===== config.mk =====
export PLATFORM = sky130hd
export DESIGN_NAME = apw_top
export DESIGN_NICKNAME = d
export VERILOG_FILES = /design/src/verilog/apw_pkg.sv /design/src/verilog/apw_top.sv
export SDC_FILE = /design/constraint.sdc
export NUM_CORES = 1
export LEC_CHECK = 0
export BUFFER_PORTS_ARGS = -buffer_cell sky130_fd_sc_hd__buf_2
export CORE_ASPECT_RATIO = 0.6
export CORE_UTILIZATION = 59
export CTS_CLUSTER_SIZE = 28
export DETAILED_ROUTE_END_ITERATION = 12
export PLACE_DENSITY = 0.8
export SLEW_MARGIN = 20
export SYNTH_ARGS = -nofsm -noshare
export SYNTH_HDL_FRONTEND = slang
export SYNTH_SLANG_ARGS = --single-unit

===== constraint.sdc =====
create_clock -name CLK -period 3.81 [get_ports CLK]
set_input_delay 0 -clock CLK [delete_from_list [all_inputs] [get_ports CLK]]
set_output_delay 0 -clock CLK [all_outputs]
set_load 0.005 [all_outputs]

===== src/verilog/apw_pkg.sv =====
// Package of the audio pulse-width modulator: register map, field
// positions, reset values, sizes and the control field carrier.
// Assumes one 200 MHz system clock and an Avalon-MM register bus.
package apw_pkg;

    // Byte addresses of the registers on the Avalon-MM bus.
    localparam logic [31:0] APW_CTL_ADDR = 32'h0020_8000;
    localparam logic [31:0] APW_SAMPLE_ADDR = 32'h0020_8004;
    localparam logic [31:0] APW_PERIOD_ADDR = 32'h0020_8008;
    localparam logic [31:0] APW_COUNT_ADDR = 32'h0020_800C;

    // Bit positions inside the control register.
    localparam int APW_HSWAP_BIT = 18;
    localparam int APW_BSWAP_BIT = 17;
    localparam int APW_SWR_BIT = 16;
    localparam int APW_CLKSRC_BIT = 15;
    localparam int APW_PRESC_HI = 14;
    localparam int APW_PRESC_LO = 8;
    localparam int APW_IRQ_BIT = 7;
    localparam int APW_INTERRUPT_REQUEST_ENABLE_BIT = 6;
    localparam int APW_SPACE_BIT = 5;
    localparam int APW_EN_BIT = 4;
    localparam int APW_REP_HI = 3;
    localparam int APW_REP_LO = 2;
    localparam int APW_SEL_HI = 1;
    localparam int APW_SEL_LO = 0;

    // Sample path and sample queue sizes.
    localparam int APW_SAMPLE_W = 16;
    localparam int APW_FIFO_DEPTH = 4;
    localparam int APW_IDX_W = 2;
    localparam int APW_LVL_W = 3;
    localparam logic [APW_LVL_W-1:0] APW_LVL_FULL = 3'h4;
    localparam logic [APW_LVL_W-1:0] APW_LVL_LOW = 3'h1;

    // Values after reset.
    localparam logic [15:0] APW_PERIOD_RESET = 16'hFFFE;
    localparam logic [15:0] APW_PERIOD_TOP = 16'hFFFE;
    localparam logic [15:0] APW_SAMPLE_RESET = 16'h0000;

    // Soft reset lasts this many system clock cycles.
    localparam logic [2:0] APW_SWR_CYCLES = 3'h5;

    // Control fields that software sets.
    typedef struct packed {
        logic hswap;
        logic bswap;
        logic clksrc;
        logic [6:0] prescale;
        logic irq_en;
        logic en;
        logic [1:0] repeat_sel;
        logic [1:0] div_sel;
    } apw_ctl_s;

    localparam apw_ctl_s APW_CTL_RESET = '0;

endpackage


===== src/verilog/apw_top.sv =====
// Audio pulse-width modulator with a sample queue, sample repeat,
// sampling divider and endian swapping of written samples.
// Assumes an Avalon-MM master on CLK and a low-pass filter on PWM_OUT.
//
// Overview of operation
// - Space flag set means one more word fits; writes without space are dropped.
// - While disabled, writes to every register except control are ignored.
// - Disabled: output low, prescaler and counter held at zero, queue flushed.
// - On enable a new period starts high, counting resumes, request flag sets.
// - Repeat field bits 3-2 set sample reuse; 00 uses each sample once.
// - Divide select bits 1-0 divide sampling by 2, 4, 8 or 16.
// - Byte swap alone exchanges bits 15:8 and 7:0 of written data.
// - Halfword swap alone exchanges bits 31:16 and 15:0 of written data.
// - Both swaps: halfwords exchanged first, then bytes of the lower half.
// - Only the lower 16 bits after swapping enter the sample queue.
// - A sample register write while enabled pushes the value into the queue if it has space.
// - With no new sample, periods repeat at the last applied duty value.
// - Sample above period plus one keeps output high all period.
// - Sample register holds 16 bits; upper bits read zero.
// - Request flag sets at one or zero words, clears on control read.
// - Counter restarts a period when it matches period value plus one.
// - Soft reset bit resets the block and clears after five cycles.
`timescale 1ns/100ps

module apw_top
    import apw_pkg::*;
(
    input wire logic CLK,
    input wire logic RST_N,
    input wire logic [31:0] ADDRESS,
    input wire logic READ,
    input wire logic WRITE,
    input wire logic [31:0] WRITEDATA,
    output logic [31:0] READDATA,
    output logic WAITREQUEST,
    output logic PWM_OUT
);

    // Control state.
    apw_ctl_s ctl;
    logic irq_flag;
    logic [15:0] period;
    logic [15:0] sample_reg;
    logic [2:0] swr_cnt;
    logic en_q;

    // Counting state.
    logic [6:0] presc_cnt;
    logic [15:0] count;
    logic [3:0] slot_cnt;
    logic [2:0] use_cnt;
    logic [15:0] applied;

    // Sample queue.
    logic [APW_SAMPLE_W-1:0] fifo_mem [APW_FIFO_DEPTH];
    logic [APW_IDX_W-1:0] wr_idx;
    logic [APW_IDX_W-1:0] rd_idx;
    logic [APW_LVL_W-1:0] level;

    // Decode and strobes.
    logic blk_rst;
    logic acc;
    logic wr_acc;
    logic rd_acc;
    logic hit_ctl;
    logic hit_sample;
    logic hit_period;
    logic hit_count;
    logic wr_ctl;
    logic wr_other_ok;
    logic push;
    logic pop;
    logic space;
    logic tick;
    logic restart;
    logic slot;
    logic en_rise;
    logic [31:0] hw_swapped;
    logic [15:0] swapped;
    logic [15:0] next_period;
    logic [3:0] slot_div;
    logic [2:0] use_max;
    logic [31:0] next_readdata;

    // Soft reset or pin reset puts control, queue and counting state back to its start; the bus handshake and read data follow the pin reset only.
    assign blk_rst = !RST_N || (swr_cnt != 3'h0);

    // A request is taken at the edge where waitrequest is seen low.
    assign acc = (READ || WRITE) && !WAITREQUEST;
    assign wr_acc = acc && WRITE;
    assign rd_acc = acc && READ;

    // Address decode on whole byte addresses.
    assign hit_ctl = (ADDRESS == APW_CTL_ADDR);
    assign hit_sample = (ADDRESS == APW_SAMPLE_ADDR);
    assign hit_period = (ADDRESS == APW_PERIOD_ADDR);
    assign hit_count = (ADDRESS == APW_COUNT_ADDR);

    // Only the control register listens while the block is off.
    assign wr_ctl = wr_acc && hit_ctl;
    assign wr_other_ok = wr_acc && ctl.en;

    // Queue space and push of written samples.
    assign space = (level < APW_LVL_FULL);
    assign push = wr_other_ok && hit_sample && space;

    // Halfwords exchange first, then bytes of the lower half.
    assign hw_swapped = ctl.hswap ? {WRITEDATA[15:0], WRITEDATA[31:16]}
                                  : WRITEDATA;
    assign swapped = ctl.bswap ? {hw_swapped[7:0], hw_swapped[15:8]}
                               : hw_swapped[15:0];

    // An all-ones period acts as the largest legal value.
    assign next_period = (WRITEDATA[15:0] > APW_PERIOD_TOP) ?
                         APW_PERIOD_TOP : WRITEDATA[15:0];

    // Prescaler tick and period restart.
    assign tick = ctl.en && (presc_cnt == ctl.prescale);
    assign restart = tick &&
        ({1'b0, count} == ({1'b0, period} + 17'h00001));

    // Sampling slot every 2, 4, 8 or 16 periods.
    assign slot_div = 4'(4'h2 << ctl.div_sel);
    assign slot = restart && (slot_cnt == 4'(slot_div - 4'h1));

    // Uses allowed per sample, less one.
    assign use_max = 3'((4'h1 << ctl.repeat_sel) - 4'h1);
    assign pop = slot && (use_cnt >= use_max) &&
                 (level != 3'h0);

    assign en_rise = ctl.en && !en_q;

    // Soft reset counter; only the pin reset clears it.
    always_ff @(posedge CLK) begin
        if (!RST_N) begin
            swr_cnt <= 3'h0;
        end else if (swr_cnt != 3'h0) begin
            swr_cnt <= swr_cnt - 3'h1;
        end else if (wr_ctl && WRITEDATA[APW_SWR_BIT]) begin
            swr_cnt <= APW_SWR_CYCLES;
        end
    end

    // Bus handshake: one wait cycle, then one answer cycle.
    always_ff @(posedge CLK) begin
        if (!RST_N) begin
            WAITREQUEST <= 1'b1;
        end else if (!WAITREQUEST) begin
            WAITREQUEST <= 1'b1;
        end else if (READ || WRITE) begin
            WAITREQUEST <= 1'b0;
        end
    end

    // Read data are formed while the request waits.
    always_comb begin
        next_readdata = 32'h0000_0000;
        if (hit_ctl) begin
            next_readdata[APW_HSWAP_BIT] = ctl.hswap;
            next_readdata[APW_BSWAP_BIT] = ctl.bswap;
            next_readdata[APW_SWR_BIT] = (swr_cnt != 3'h0);
            next_readdata[APW_CLKSRC_BIT] = ctl.clksrc;
            next_readdata[APW_PRESC_HI:APW_PRESC_LO] = ctl.prescale;
            next_readdata[APW_IRQ_BIT] = irq_flag;
            next_readdata[APW_INTERRUPT_REQUEST_ENABLE_BIT] = ctl.irq_en;
            next_readdata[APW_SPACE_BIT] = space;
            next_readdata[APW_EN_BIT] = ctl.en;
            next_readdata[APW_REP_HI:APW_REP_LO] = ctl.repeat_sel;
            next_readdata[APW_SEL_HI:APW_SEL_LO] = ctl.div_sel;
        end else if (hit_sample) begin
            next_readdata[15:0] = sample_reg;
        end else if (hit_period) begin
            next_readdata[15:0] = period;
        end else if (hit_count) begin
            next_readdata[15:0] = count;
        end
    end

    // Read data register, loaded in the wait cycle.
    always_ff @(posedge CLK) begin
        if (!RST_N) begin
            READDATA <= 32'h0000_0000;
        end else if (WAITREQUEST && READ) begin
            READDATA <= next_readdata;
        end
    end

    // Control fields are written whether enabled or not.
    always_ff @(posedge CLK) begin
        if (blk_rst) begin
            ctl <= APW_CTL_RESET;
        end else if (wr_ctl) begin
            ctl.hswap <= WRITEDATA[APW_HSWAP_BIT];
            ctl.bswap <= WRITEDATA[APW_BSWAP_BIT];
            ctl.clksrc <= WRITEDATA[APW_CLKSRC_BIT];
            ctl.prescale <= WRITEDATA[APW_PRESC_HI:APW_PRESC_LO];
            ctl.irq_en <= WRITEDATA[APW_INTERRUPT_REQUEST_ENABLE_BIT];
            ctl.en <= WRITEDATA[APW_EN_BIT];
            ctl.repeat_sel <= WRITEDATA[APW_REP_HI:APW_REP_LO];
            ctl.div_sel <= WRITEDATA[APW_SEL_HI:APW_SEL_LO];
        end
    end

    // Enable history for the start of a new run.
    always_ff @(posedge CLK) begin
        if (blk_rst) begin
            en_q <= 1'b0;
        end else begin
            en_q <= ctl.en;
        end
    end

    // Request flag: set by a low queue, by software or on enable.
    always_ff @(posedge CLK) begin
        if (blk_rst) begin
            irq_flag <= 1'b0;
        end else if (ctl.en && (level <= APW_LVL_LOW)) begin
            irq_flag <= 1'b1;
        end else if (wr_ctl && WRITEDATA[APW_IRQ_BIT]) begin
            irq_flag <= 1'b1;
        end else if (rd_acc && hit_ctl) begin
            irq_flag <= 1'b0;
        end
    end

    // Period register, written only while enabled.
    always_ff @(posedge CLK) begin
        if (blk_rst) begin
            period <= APW_PERIOD_RESET;
        end else if (wr_other_ok && hit_period) begin
            period <= next_period;
        end
    end

    // Sample register keeps the last value that entered the queue.
    always_ff @(posedge CLK) begin
        if (blk_rst) begin
            sample_reg <= APW_SAMPLE_RESET;
        end else if (push) begin
            sample_reg <= swapped;
        end
    end

    // Queue storage, addressed by the write index.
    always_ff @(posedge CLK) begin
        if (push) begin
            fifo_mem[wr_idx] <= swapped;
        end
    end

    // Queue indices and fill level; flushed while disabled.
    always_ff @(posedge CLK) begin
        if (blk_rst || !ctl.en) begin
            wr_idx <= '0;
            rd_idx <= '0;
            level <= '0;
        end else begin
            if (push) begin
                wr_idx <= wr_idx + 2'h1;
            end
            if (pop) begin
                rd_idx <= rd_idx + 2'h1;
            end
            if (push && !pop) begin
                level <= level + 3'h1;
            end else if (pop && !push) begin
                level <= level - 3'h1;
            end
        end
    end

    // Prescaler; held at zero while disabled.
    always_ff @(posedge CLK) begin
        if (blk_rst || !ctl.en) begin
            presc_cnt <= 7'h00;
        end else if (tick) begin
            presc_cnt <= 7'h00;
        end else begin
            presc_cnt <= presc_cnt + 7'h01;
        end
    end

    // Period counter; held at zero while disabled.
    always_ff @(posedge CLK) begin
        if (blk_rst || !ctl.en) begin
            count <= 16'h0000;
        end else if (restart) begin
            count <= 16'h0000;
        end else if (tick) begin
            count <= count + 16'h0001;
        end
    end

    // Period count inside one sampling slot.
    always_ff @(posedge CLK) begin
        if (blk_rst || !ctl.en) begin
            slot_cnt <= 4'h0;
        end else if (slot) begin
            slot_cnt <= 4'h0;
        end else if (restart) begin
            slot_cnt <= slot_cnt + 4'h1;
        end
    end

    // Uses of the applied sample; starts full so the first pops at once.
    always_ff @(posedge CLK) begin
        if (blk_rst || !ctl.en) begin
            use_cnt <= 3'h7;
        end else if (pop) begin
            use_cnt <= 3'h0;
        end else if (slot && (use_cnt < use_max)) begin
            use_cnt <= use_cnt + 3'h1;
        end else if (slot) begin
            use_cnt <= use_max;
        end
    end

    // Applied duty value changes only at a period boundary.
    always_ff @(posedge CLK) begin
        if (blk_rst) begin
            applied <= APW_SAMPLE_RESET;
        end else if (pop) begin
            applied <= fifo_mem[rd_idx];
        end
    end

    // Output pin: high at period start, low at the duty match.
    always_ff @(posedge CLK) begin
        if (blk_rst || !ctl.en) begin
            PWM_OUT <= 1'b0;
        end else if (en_rise || restart) begin
            PWM_OUT <= 1'b1;
        end else if (count == applied) begin
            PWM_OUT <= 1'b0;
        end
    end

endmodule // apw_top


==> run summary, run 1 <==
Initial antenna violation count: 2
Hold slack: 0.0914 ns
Mean Syn Cell Area: 10.8 µm²
Die Span X: 164 µm
Slowest CP cell: or4_1
Final-report setup violation count: 0
Skew final: 0.0171 ns
Iter 0 DRT Violations: 740
Combinational power share: 8.4%
Main flop type after synthesis: dfxtp_1
CP Max Fanout: 10
CP Buf/Inv Count: 0
Psw: 0.00108 W
Final ANT Viol Nets: 0
Minimum clock period: 3.40 ns
Post-synth EDFFs: 64
Total CTS buffers: 17
Top cells by area, synth: dfxtp_1 (27%), edfxtp_1 (21%), mux4_2 (11%)
DR vias: 7179
FF-to-FF path depth: 7
1st-pass router iterations: 5
Critical path's top delay family: simple AND/OR/NAND/NOR gates
Hold endpoint: fifo_mem[2][2]$_DFFE_PP_
Peak VDD IR: 264 µV
DR DRC count: 0
Clock tree buffer depth: 2
Ys Warns: 0
Ys async rst share: 0%
Crit path largest cell delay: 0.60 ns
Crit path kind: reg2reg
H-Tree Depth: 4
Placer Congestion: 1.01
Worst-Skew Late Latency: 0.43 ns
Placed cell count: 1107
Power Dens Cells: 399 nW/µm²
Reg power frac: 50.2%
Outcome: complete, no violations
Initial Util: 60.4%
Int Pwr: 0.00315 W
Leakage: 3.86 nW
Ant diodes: 0
Fin cells: 1162
Hold crit path type: in2reg
WHS Path Cells: 2
Ports: 102
Routed Wire Length: 25000 µm
Overall Global Routing Usage: 31.9%
CP required: 4.18 ns
Clock Power Share: 41.5%
Flops & latches, synth: 191
Chip height: 99.2 µm
HPWL Detailed: 17500 µm
GR Overflow Total: 0
Core Footprint: 15400 µm²
CP Capture Type: register
Worst-Margin Slew: 1.02 ns
Worst r2r dst: slot_cnt[3]$_SDFFE_PP0P_
Global-route wire length before repair: 38000 µm
Max-cap violations: 0
Std-Cell Rows: 35
Resize count post-CTS: 0
Vias in the first global route: 6653
Layout cells sized above 1: 19.1%
Fin crit share: 89.2%
Area leader, netlist: dfxtp_1
Reg-to-reg startpoint: period[2]$_SDFFE_PP1P_
Final hold vios: 0
Cell Area, Synth: 9280 µm²
Area Overhead vs Synth: 14.2%
CP dominant cell by count: or4_1
Port Buf Inserts: 88
DIE AREA: 16300 µm²
Layout Utilization: 69.0%
CTS tree: done
Critical Path AT: 3.77 ns
Register area share after synthesis: 48.1%
Cell Chain, Critical Path: nand4_2, or4_1, a22o_1, or4_4, or3_1, or4_1, a21oi_1
Slew Viols, Final: 0
Nets@finish: 1032
Hold Path Origin: WRITEDATA[26]
Root Buffer Master: clkbuf_16
Sum Neg Setup Slack: 0 ns
Worst slew margin: 31.9%
Reg with most FFs: fifo_mem
Cells after Synth: 858
WL per Instance: 21.5 µm
Critical Path Source Type: register
Max reg flops: 64
R2r setup slk: 0.41 ns
RSZ-0062 raised after global routing: false
Yosys top cell area share: 27.4%
Switching share of power: 25.4%
Count of cell types in the netlist: 58
Drt via density: 6.18
CTS clk-pin slew, worst paths: 0.07 ns
Fillers: 1140
TritonCTS Sinks: 191
Fmax: 294 MHz
Top Registers: fifo_mem: 64 flops, READDATA: 19 flops
Largest net degree at the start of global routing: 31
==> final cells by class <==
class	count	area [µm²]	share of cell area (%)
timing repair buffer	123	761	7.18
tap	203	254	2.40
clock inverter	13	128	1.20
sequential	191	4460	42.1
clock buffer	19	433	4.08
multi-input combinational	598	4500	42.5
inverter	15	56.3	0.531
==> stage by stage <==
step           power, W  setup slack [ns]  instance area (µm²)
2_1_floorplan   0.00237             0.862                 9330
4_1_cts         0.00423             0.481                10600
6_report        0.00423             0.410                10600
3_5_place_dp    0.00249             0.546                 9810
5_1_grt         0.00433             0.262                10600
3_3_place_gp    0.00249             0.591                 9810
==> Yosys cell counts, drive strengths merged, types with 3 or more instances <==
| cell | count |
|---|---|
| a21boi | 16 |
| a21o | 3 |
| a21oi | 27 |
| a22oi | 3 |
| and2 | 11 |
| and3 | 10 |
| and4 | 5 |
| buf | 25 |
| clkbuf | 41 |
| dfxtp | 127 |
| edfxtp | 64 |
| ha | 18 |
| inv | 15 |
| mux2i | 38 |
| mux4 | 48 |
| nand2 | 109 |
| nand2b | 4 |
| nand3 | 43 |
| nand3b | 7 |
| nand4 | 18 |
| nor2 | 83 |
| nor2b | 8 |
| nor4 | 18 |
| nor4b | 4 |
| o211ai | 4 |
| o21ai | 4 |
| or4 | 4 |
| xnor2 | 32 |
| xor2 | 38 |
==> power by group through the flow <==
| stage | clock (W) | combinational, W | sequential, W |
|---|---|---|---|
| 6_report | 0.00175 | 0.000354 | 0.00212 |
| 5_1_grt | 0.00184 | 0.000371 | 0.00212 |
| 4_1_cts | 0.00176 | 0.000343 | 0.00212 |
| 3_5_place_dp | 0 | 0.000323 | 0.00217 |
| 3_3_place_gp | 0 | 0.000317 | 0.00217 |
| 2_1_floorplan | 0 | 0.000202 | 0.00217 |
==> placed cells by master, fill, tap and decap left out, drive strengths merged, types with 19 or more instances in the layout <==
cell type,n
inv,22
mux2i,38
dlygate4sd3,23
edfxtp,64
clkbuf,19
a21oi,27
nand2,109
xnor2,32
nor2,83
xor2,38
buf,100
mux4,48
nand3,43
dfxtp,127
==> layer usage <==
metal,vias to the layer above,wire (µm),global-route usage [%]
li1,3237,-,-
met2,375,10400,43.6
met1,3498,11000,48.0
met3,67,2910,8.63
met5,-,12,0
met4,2,624,12.0
==> worst register-to-register path: stages (launching register included) <==
cell	delay [ns]
dfxtp_1	0.54
nand4_2	0.27
or4_1	0.60
a22o_1	0.23
or4_4	0.48
or3_1	0.51
or4_1	0.56
a21oi_1	0.16
==> how the worst max path moves through the flow <==
stage,start,to,slack [ns],cells after the start
after floorplan,period[0]$_SDFFE_PP0P_,level[2]$_SDFFE_PP0P_,0.86,10
after global placement,period[2]$_SDFFE_PP1P_,slot_cnt[3]$_SDFFE_PP0P_,0.59,7
after detailed placement,period[2]$_SDFFE_PP1P_,count[14]$_SDFFE_PP0P_,0.55,7
after CTS,period[2]$_SDFFE_PP1P_,slot_cnt[3]$_SDFFE_PP0P_,0.48,7
after global routing,period[2]$_SDFFE_PP1P_,slot_cnt[3]$_SDFFE_PP0P_,0.26,7
final,period[2]$_SDFFE_PP1P_,slot_cnt[3]$_SDFFE_PP0P_,0.41,7
==> what timing repair did <==
item	in CTS	in global routing
buffers inserted	0	0
setup endpoints to repair	0	0
hold endpoints to repair	36	0
hold buffers	23	0
==> cells by family after synthesis <==
kind of cell               synth area share (%)
xor gates and xnor gates                   6.61
muxes                                      15.8
and+or+nand+nor                            17.5
AOI/OAI and AO/OA                          5.54
DFF                                        48.1
other                                    0.0404
adders and majority gates                  2.43
buffers and inverters                      4.00
Note: power is estimated with default switching activity, not from simulation.
==> inputs of run 2 (changes only) <==
- BUFFER_PORTS_ARGS: -buffer_cell sky130_fd_sc_hd__buf_2 -> unset
- CORE_UTILIZATION: 59 -> 60
- DONT_BUFFER_PORTS: unset -> 1
- PLACE_DENSITY: 0.8 -> 0.76
- RECOVER_POWER: unset -> 50
==> run summary, run 2 (synthesized netlist as in run 1, its figures left out) <==
Outcome: finished with violations
Failing checks: capacitance limit, slew limit
Fmax: 283 MHz (-3.7%)
CP Capture Type: register
Reg with most FFs: fifo_mem
Peak VDD IR: 255 µV (-3.2%)
Minimum clock period: 3.53 ns (+0.132 ns)
Die Span X: 163 µm (-0.83%)
Power Dens Cells: 403 nW/µm² (+1.1%)
1st-pass router iterations: 5 (unchanged)
WHS Path Cells: 3 (+1)
Commonest non-fill, non-tap cells in the layout: dfxtp_1 (127), nand2_1 (109), nor2_1 (83)
Root Buffer Master: clkbuf_16
Port Buf Inserts: 0 (-100%)
Hold Path Origin: ADDRESS[2]
CTS clk-pin slew, worst paths: 0.08 ns (about the same)
DR vias: 7089 (-1.3%)
Reg-to-reg startpoint: ctl[4]$_SDFFE_PP0P_
R2r setup slk: 0.28 ns (-0.13 ns)
Slowest CP cell: clkbuf_1
Sum Neg Setup Slack: 0 ns (unchanged)
Crit path largest cell delay: 1.21 ns (+0.61 ns)
Std-Cell Rows: 34 (-2.9%)
Critical Path AT: 3.90 ns (+0.13 ns)
Worst r2r dst: level[2]$_SDFFE_PP0P_
H-Tree Depth: 4 (unchanged)
Chip height: 98.3 µm (-0.82%)
Nets@finish: 962 (-6.8%)
Placed cell count: 1013 (-8.5%)
Worst slew margin: -7.09% (-39 points)
Area Overhead vs Synth: 11.1%
Worst-Skew Late Latency: 0.44 ns (about the same)
Placer Congestion: 1.08 (+7.1%)
Hold endpoint: READDATA[11]$_SDFFE_PN0P_
Max-cap violations: 1 (+1)
Postcts setup bufs: 0 (unchanged)
Largest net degree at the start of global routing: 51 (+65%)
DR DRC count: 0 (unchanged)
CP required: 4.18 ns (about the same)
Leakage: 3.53 nW (-8.6%)
TritonCTS Sinks: 191 (unchanged)
Clock tree buffer depth: 2 (unchanged)
Final ANT Viol Nets: 0 (unchanged)
Initial Util: 62.7% (+2.3 points)
HPWL Detailed: 17800 µm (+1.3%)
Core Footprint: 14800 µm² (-3.7%)
Critical Path Source Type: register
DIE AREA: 16000 µm² (-1.6%)
FF-to-FF path depth: 6 (-1)
GR Overflow Total: 0 (unchanged)
RSZ-0062 raised after global routing: false
Total CTS buffers: 17 (unchanged)
Drt via density: 6.51 (+5.4%)
Slew Viols, Final: 18 (+18)
Iter 0 DRT Violations: 794 (+7.3%)
Final hold vios: 0 (unchanged)
Fin cells: 1089 (-6.3%)
Crit path kind: reg2reg
Max reg flops: 64 (unchanged)
Layout cells sized above 1: 10.1% (-9.0 points)
Global-route wire length before repair: 39500 µm (+4.0%)
Worst-Margin Slew: 1.61 ns (+0.587 ns)
Overall Global Routing Usage: 33.7% (+1.9 points)
CTS tree: done
Initial antenna violation count: 3 (+1)
Cell Chain, Critical Path: nor3b_1, and4b_1, clkbuf_1, ha_1, or3_1, a21oi_1
Hold crit path type: in2reg
Top Registers: fifo_mem: 64 flops, READDATA: 19 flops
Commonest non-fill, non-tap cell in the layout: dfxtp_1
CP Max Fanout: 17 (+7)
Final-report setup violation count: 0 (unchanged)
Routed Wire Length: 25900 µm (+3.8%)
Ports: 102 (unchanged)
Fin crit share: 92.7% (+3.5 points)
Skew final: 0.0160 ns (-0.00109 ns)
Vias in the first global route: 6881 (+3.4%)
WL per Instance: 23.8 µm (+11%)
==> run 2: worst max-delay path by stage <==
stage	from	endpoint	slack, ns	cells after the start
after global routing	ctl[4]$_SDFFE_PP0P_	level[2]$_SDFFE_PP0P_	0.20	6
after global placement	period[2]$_SDFFE_PP1P_	slot_cnt[3]$_SDFFE_PP0P_	0.59	7
after CTS	period[2]$_SDFFE_PP1P_	slot_cnt[2]$_SDFFE_PP0P_	0.47	7
final	ctl[4]$_SDFFE_PP0P_	level[2]$_SDFFE_PP0P_	0.28	6
after floorplan	period[0]$_SDFFE_PP0P_	level[2]$_SDFFE_PP0P_	0.86	10
after detailed placement	period[2]$_SDFFE_PP1P_	slot_cnt[2]$_SDFFE_PP0P_	0.50	7
==> run 2: metal layers <==
layer  vias up  GRT usage (%)  wire length [µm]
met5         -           3.03                82
met4         4           13.9               800
met3        72           10.3              3040
met2       428           49.7             11300
met1      3474           46.3             10700
li1       3111              -                 -
==> run 2: critical path: cells and delay by family (launching register included) <==
| family | cells | cell delay (ns) |
|---|---|---|
| AND/OR/NAND/NOR | 3 | 1.02 |
| buffers and inverters | 1 | 1.21 |
| AO/OA/AOI/OAI | 1 | 0.15 |
| adder cells (fa/ha/maj) | 1 | 0.47 |
| flip-flops | 1 | 0.61 |
==> run 2: final cells by class <==
class / instances / area [µm²]
Multi-Input combinational cell: 598 / 4500
Fill cell: 1079 / 4490
Sequential cell: 191 / 4460
Timing Repair Buffer: 53 / 488
Clock buffer: 19 / 433
Tap cell: 198 / 248
Clock inverter: 13 / 123
Inverter: 15 / 56.3
Antenna cell: 2 / 5.00
==> run 2: timing repair <==
| item | 4_1_cts | 5_1_grt |
|---|---|---|
| resized for setup | 0 | 0 |
| hold endpoints to repair | 103 | 0 |
| hold buffers | 42 | 0 |
==> run 2: metrics by stage <==
step / util, % / setup WS, ns / total power, W / cell area [µm²] / hold slack (ns)
finish: 69.7 / 0.278 / 0.00416 / 10300 / 0.0113
global route: 69.7 / 0.197 / 0.00425 / 10300 / 0.0000837
CTS: 69.8 / 0.470 / 0.00415 / 10300 / 0.00223
detailed placement: 63.2 / 0.504 / 0.00242 / 9350 / 0.112
global placement: 63.2 / 0.588 / 0.00240 / 9350 / 0.108
floorplan: - / 0.862 / 0.00237 / 9330 / 0.116
==> run 2: power breakdown <==
group	internal, W	switching (W)
Combinational	0.000105	0.000212
Clock	0.000865	0.000853
Sequential	0.00211	0.0000103
Total	0.00308	0.00108
==> inputs of run 3 (changes only) <==
- CORE_UTILIZATION: 60 -> 29
- CTS_CLUSTER_DIAMETER: unset -> 60
- PLACE_DENSITY: 0.76 -> unset
==> run summary, run 3 (synthesized netlist as in run 1, its figures left out) <==
Outcome: finished with violations
Failing checks: capacitance limit, slew limit
Critical Path Source Type: register
GR Overflow Total: 0 (unchanged)
Fmax: 296 MHz (+4.7%)
Initial Util: 29.6% (-33 points)
Resize count post-CTS: 0 (unchanged)
Fin crit share: 88.5% (-4.2 points)
Minimum clock period: 3.37 ns (-0.159 ns)
Largest net degree at the start of global routing: 51 (unchanged)
Placer Congestion: 0.943 (-13%)
Reg power frac: 50.1% (-0.9 points)
TritonCTS Sinks: 191 (unchanged)
Placed cell count: 1239 (+22%)
WL per Instance: 20.5 µm (-14%)
Int Pwr: 0.00322 W (+4.6%)
Global-route wire length before repair: 41100 µm (+4.0%)
Final hold vios: 0 (unchanged)
1st-pass router iterations: 5 (unchanged)
RSZ-0062 raised after global routing: false
Vias in the first global route: 6454 (-6.2%)
Die Span X: 233 µm (+43%)
Combinational power share: 7.3% (-0.3 points)
Chip height: 141 µm (+43%)
DR vias: 6776 (-4.4%)
Power Dens Cells: 397 nW/µm² (-1.6%)
Overall Global Routing Usage: 17.0% (-17 points)
Core Footprint: 31300 µm² (+110%)
Critical path origin: period[8]$_SDFFE_PP1P_
Leakage: 3.60 nW (+1.9%)
CP Max Fanout: 16 (-1)
HPWL Detailed: 19600 µm (+10%)
Clock tree buffer depth: 2 (unchanged)
Worst-Margin Slew: 1.88 ns (+0.270 ns)
Slew Viols, Final: 51 (+33)
Hold crit path type: in2reg
Final-report setup violation count: 0 (unchanged)
Iter 0 DRT Violations: 615 (-23%)
Skew final: 0.00987 ns (-0.00613 ns)
Clock Power Share: 42.6% (+1.3 points)
Final ANT Viol Nets: 0 (unchanged)
CP required: 4.12 ns (-0.06 ns)
Peak VDD IR: 286 µV (+12%)
Sum Neg Setup Slack: 0 ns (unchanged)
DIE AREA: 32700 µm² (+100%)
Root Buffer Master: clkbuf_16
Ports: 102 (unchanged)
Commonest non-fill, non-tap cells in the layout: dfxtp_1 (127), nand2_1 (109), nor2_1 (83)
DR DRC count: 0 (unchanged)
Crit path kind: reg2reg
Critical Path AT: 3.69 ns (-0.21 ns)
Switching share of power: 23.9% (-2.0 points)
Postcts setup bufs: 0 (unchanged)
CTS tree: done
CTS clk-pin slew, worst paths: 0.07 ns (about the same)
Worst-Skew Late Latency: 0.45 ns (about the same)
Max reg flops: 64 (unchanged)
Initial antenna violation count: 3 (unchanged)
Area Overhead vs Synth: 15.1%
Commonest non-fill, non-tap cell in the layout: dfxtp_1
Top Registers: fifo_mem: 64 flops, READDATA: 19 flops
Drt via density: 5.15 (-21%)
Psw: 0.00101 W (-5.9%)
H-Tree Depth: 4 (unchanged)
Hold Path Origin: ADDRESS[2]
CP Capture Type: register
Fin cells: 1316 (+21%)
Port Buf Inserts: 0 (unchanged)
Layout cells sized above 1: 10.6% (+0.46 points)
Reg-to-reg startpoint: period[8]$_SDFFE_PP1P_
Routed Wire Length: 27000 µm (+4.0%)
Nets@finish: 972 (+1.0%)
Max-cap violations: 1 (unchanged)
Worst slew margin: -25.4% (-18 points)
Reg with most FFs: fifo_mem
Total CTS buffers: 17 (unchanged)
Std-Cell Rows: 50 (+47%)
[run 3: cell count changes in the layout (fill, tap and decap cells not counted), sizes merged]
cell,delta
dlygate4sd3,+2
clkbuf,+3
clkinv,+1
bufinv,+2
buf,+6
inv,-5
[run 3: worst paths after layout]
path                                   end  slack (ns)  cells past startpoint
setup / recovery     count[4]$_SDFFE_PP0P_        0.44                      7
hold / removal    READDATA[0]$_SDFFE_PN0P_        0.02                      3
setup reg to reg     count[4]$_SDFFE_PP0P_        0.44                      7
hold reg to reg       PWM_OUT$_SDFFE_PP0P_        0.43                      1
[run 3: power by group through the flow]
| stage | sequential [W] | clock [W] | combinational (W) |
|---|---|---|---|
| finish | 0.00212 | 0.00180 | 0.000309 |
| global route | 0.00212 | 0.00190 | 0.000332 |
| CTS | 0.00212 | 0.00183 | 0.000316 |
| detailed placement | 0.00217 | 0 | 0.000248 |
| global placement | 0.00217 | 0 | 0.000243 |
| floorplan | 0.00217 | 0 | 0.000202 |
[run 3: repair_timing]
item	in CTS	in global routing
setup endpoints to repair	0	0
hold buffers	44	0
endpoints found under the hold margin	120	0
[run 3: layer usage]
layer	GRT usage, %	routed length (µm)
met1	25.5	13000
met3	4.83	2490
met4	5.44	421
met5	0	0
met2	23.0	11100
[run 3: area by class of cell]
class / count / area (µm²)
diodes: 2 / 5.00
clock inverters: 11 / 113
multi-input cells: 598 / 4500
repair buffers: 63 / 561
fillers: 3102 / 20700
clock buffers: 20 / 467
flip-flops and latches: 191 / 4460
inverters: 15 / 56.3
well taps: 416 / 520
[run 3: critical path, stage by stage, from the launching register on]
cell	delay (ns)
dfxtp_1	0.52
nand4_1	0.25
or4_1	0.58
a22o_1	0.26
or4_4	0.49
or3_1	0.48
nand2_1	0.52
nor2_1	0.12
[run 3: stage by stage]
stage | total power [W] | hold slack [ns] | setup WS, ns | cell area, µm² | utilization (%)
2_1_floorplan | 0.00237 | 0.116 | 0.862 | 9330 | -
3_3_place_gp | 0.00241 | 0.0929 | 0.568 | 9690 | 30.9
3_5_place_dp | 0.00242 | 0.0980 | 0.532 | 9690 | 30.9
4_1_cts | 0.00426 | 0.000256 | 0.498 | 10700 | 34.2
5_1_grt | 0.00435 | 0.0101 | 0.281 | 10700 | 34.1
6_report | 0.00424 | 0.0205 | 0.437 | 10700 | 34.1
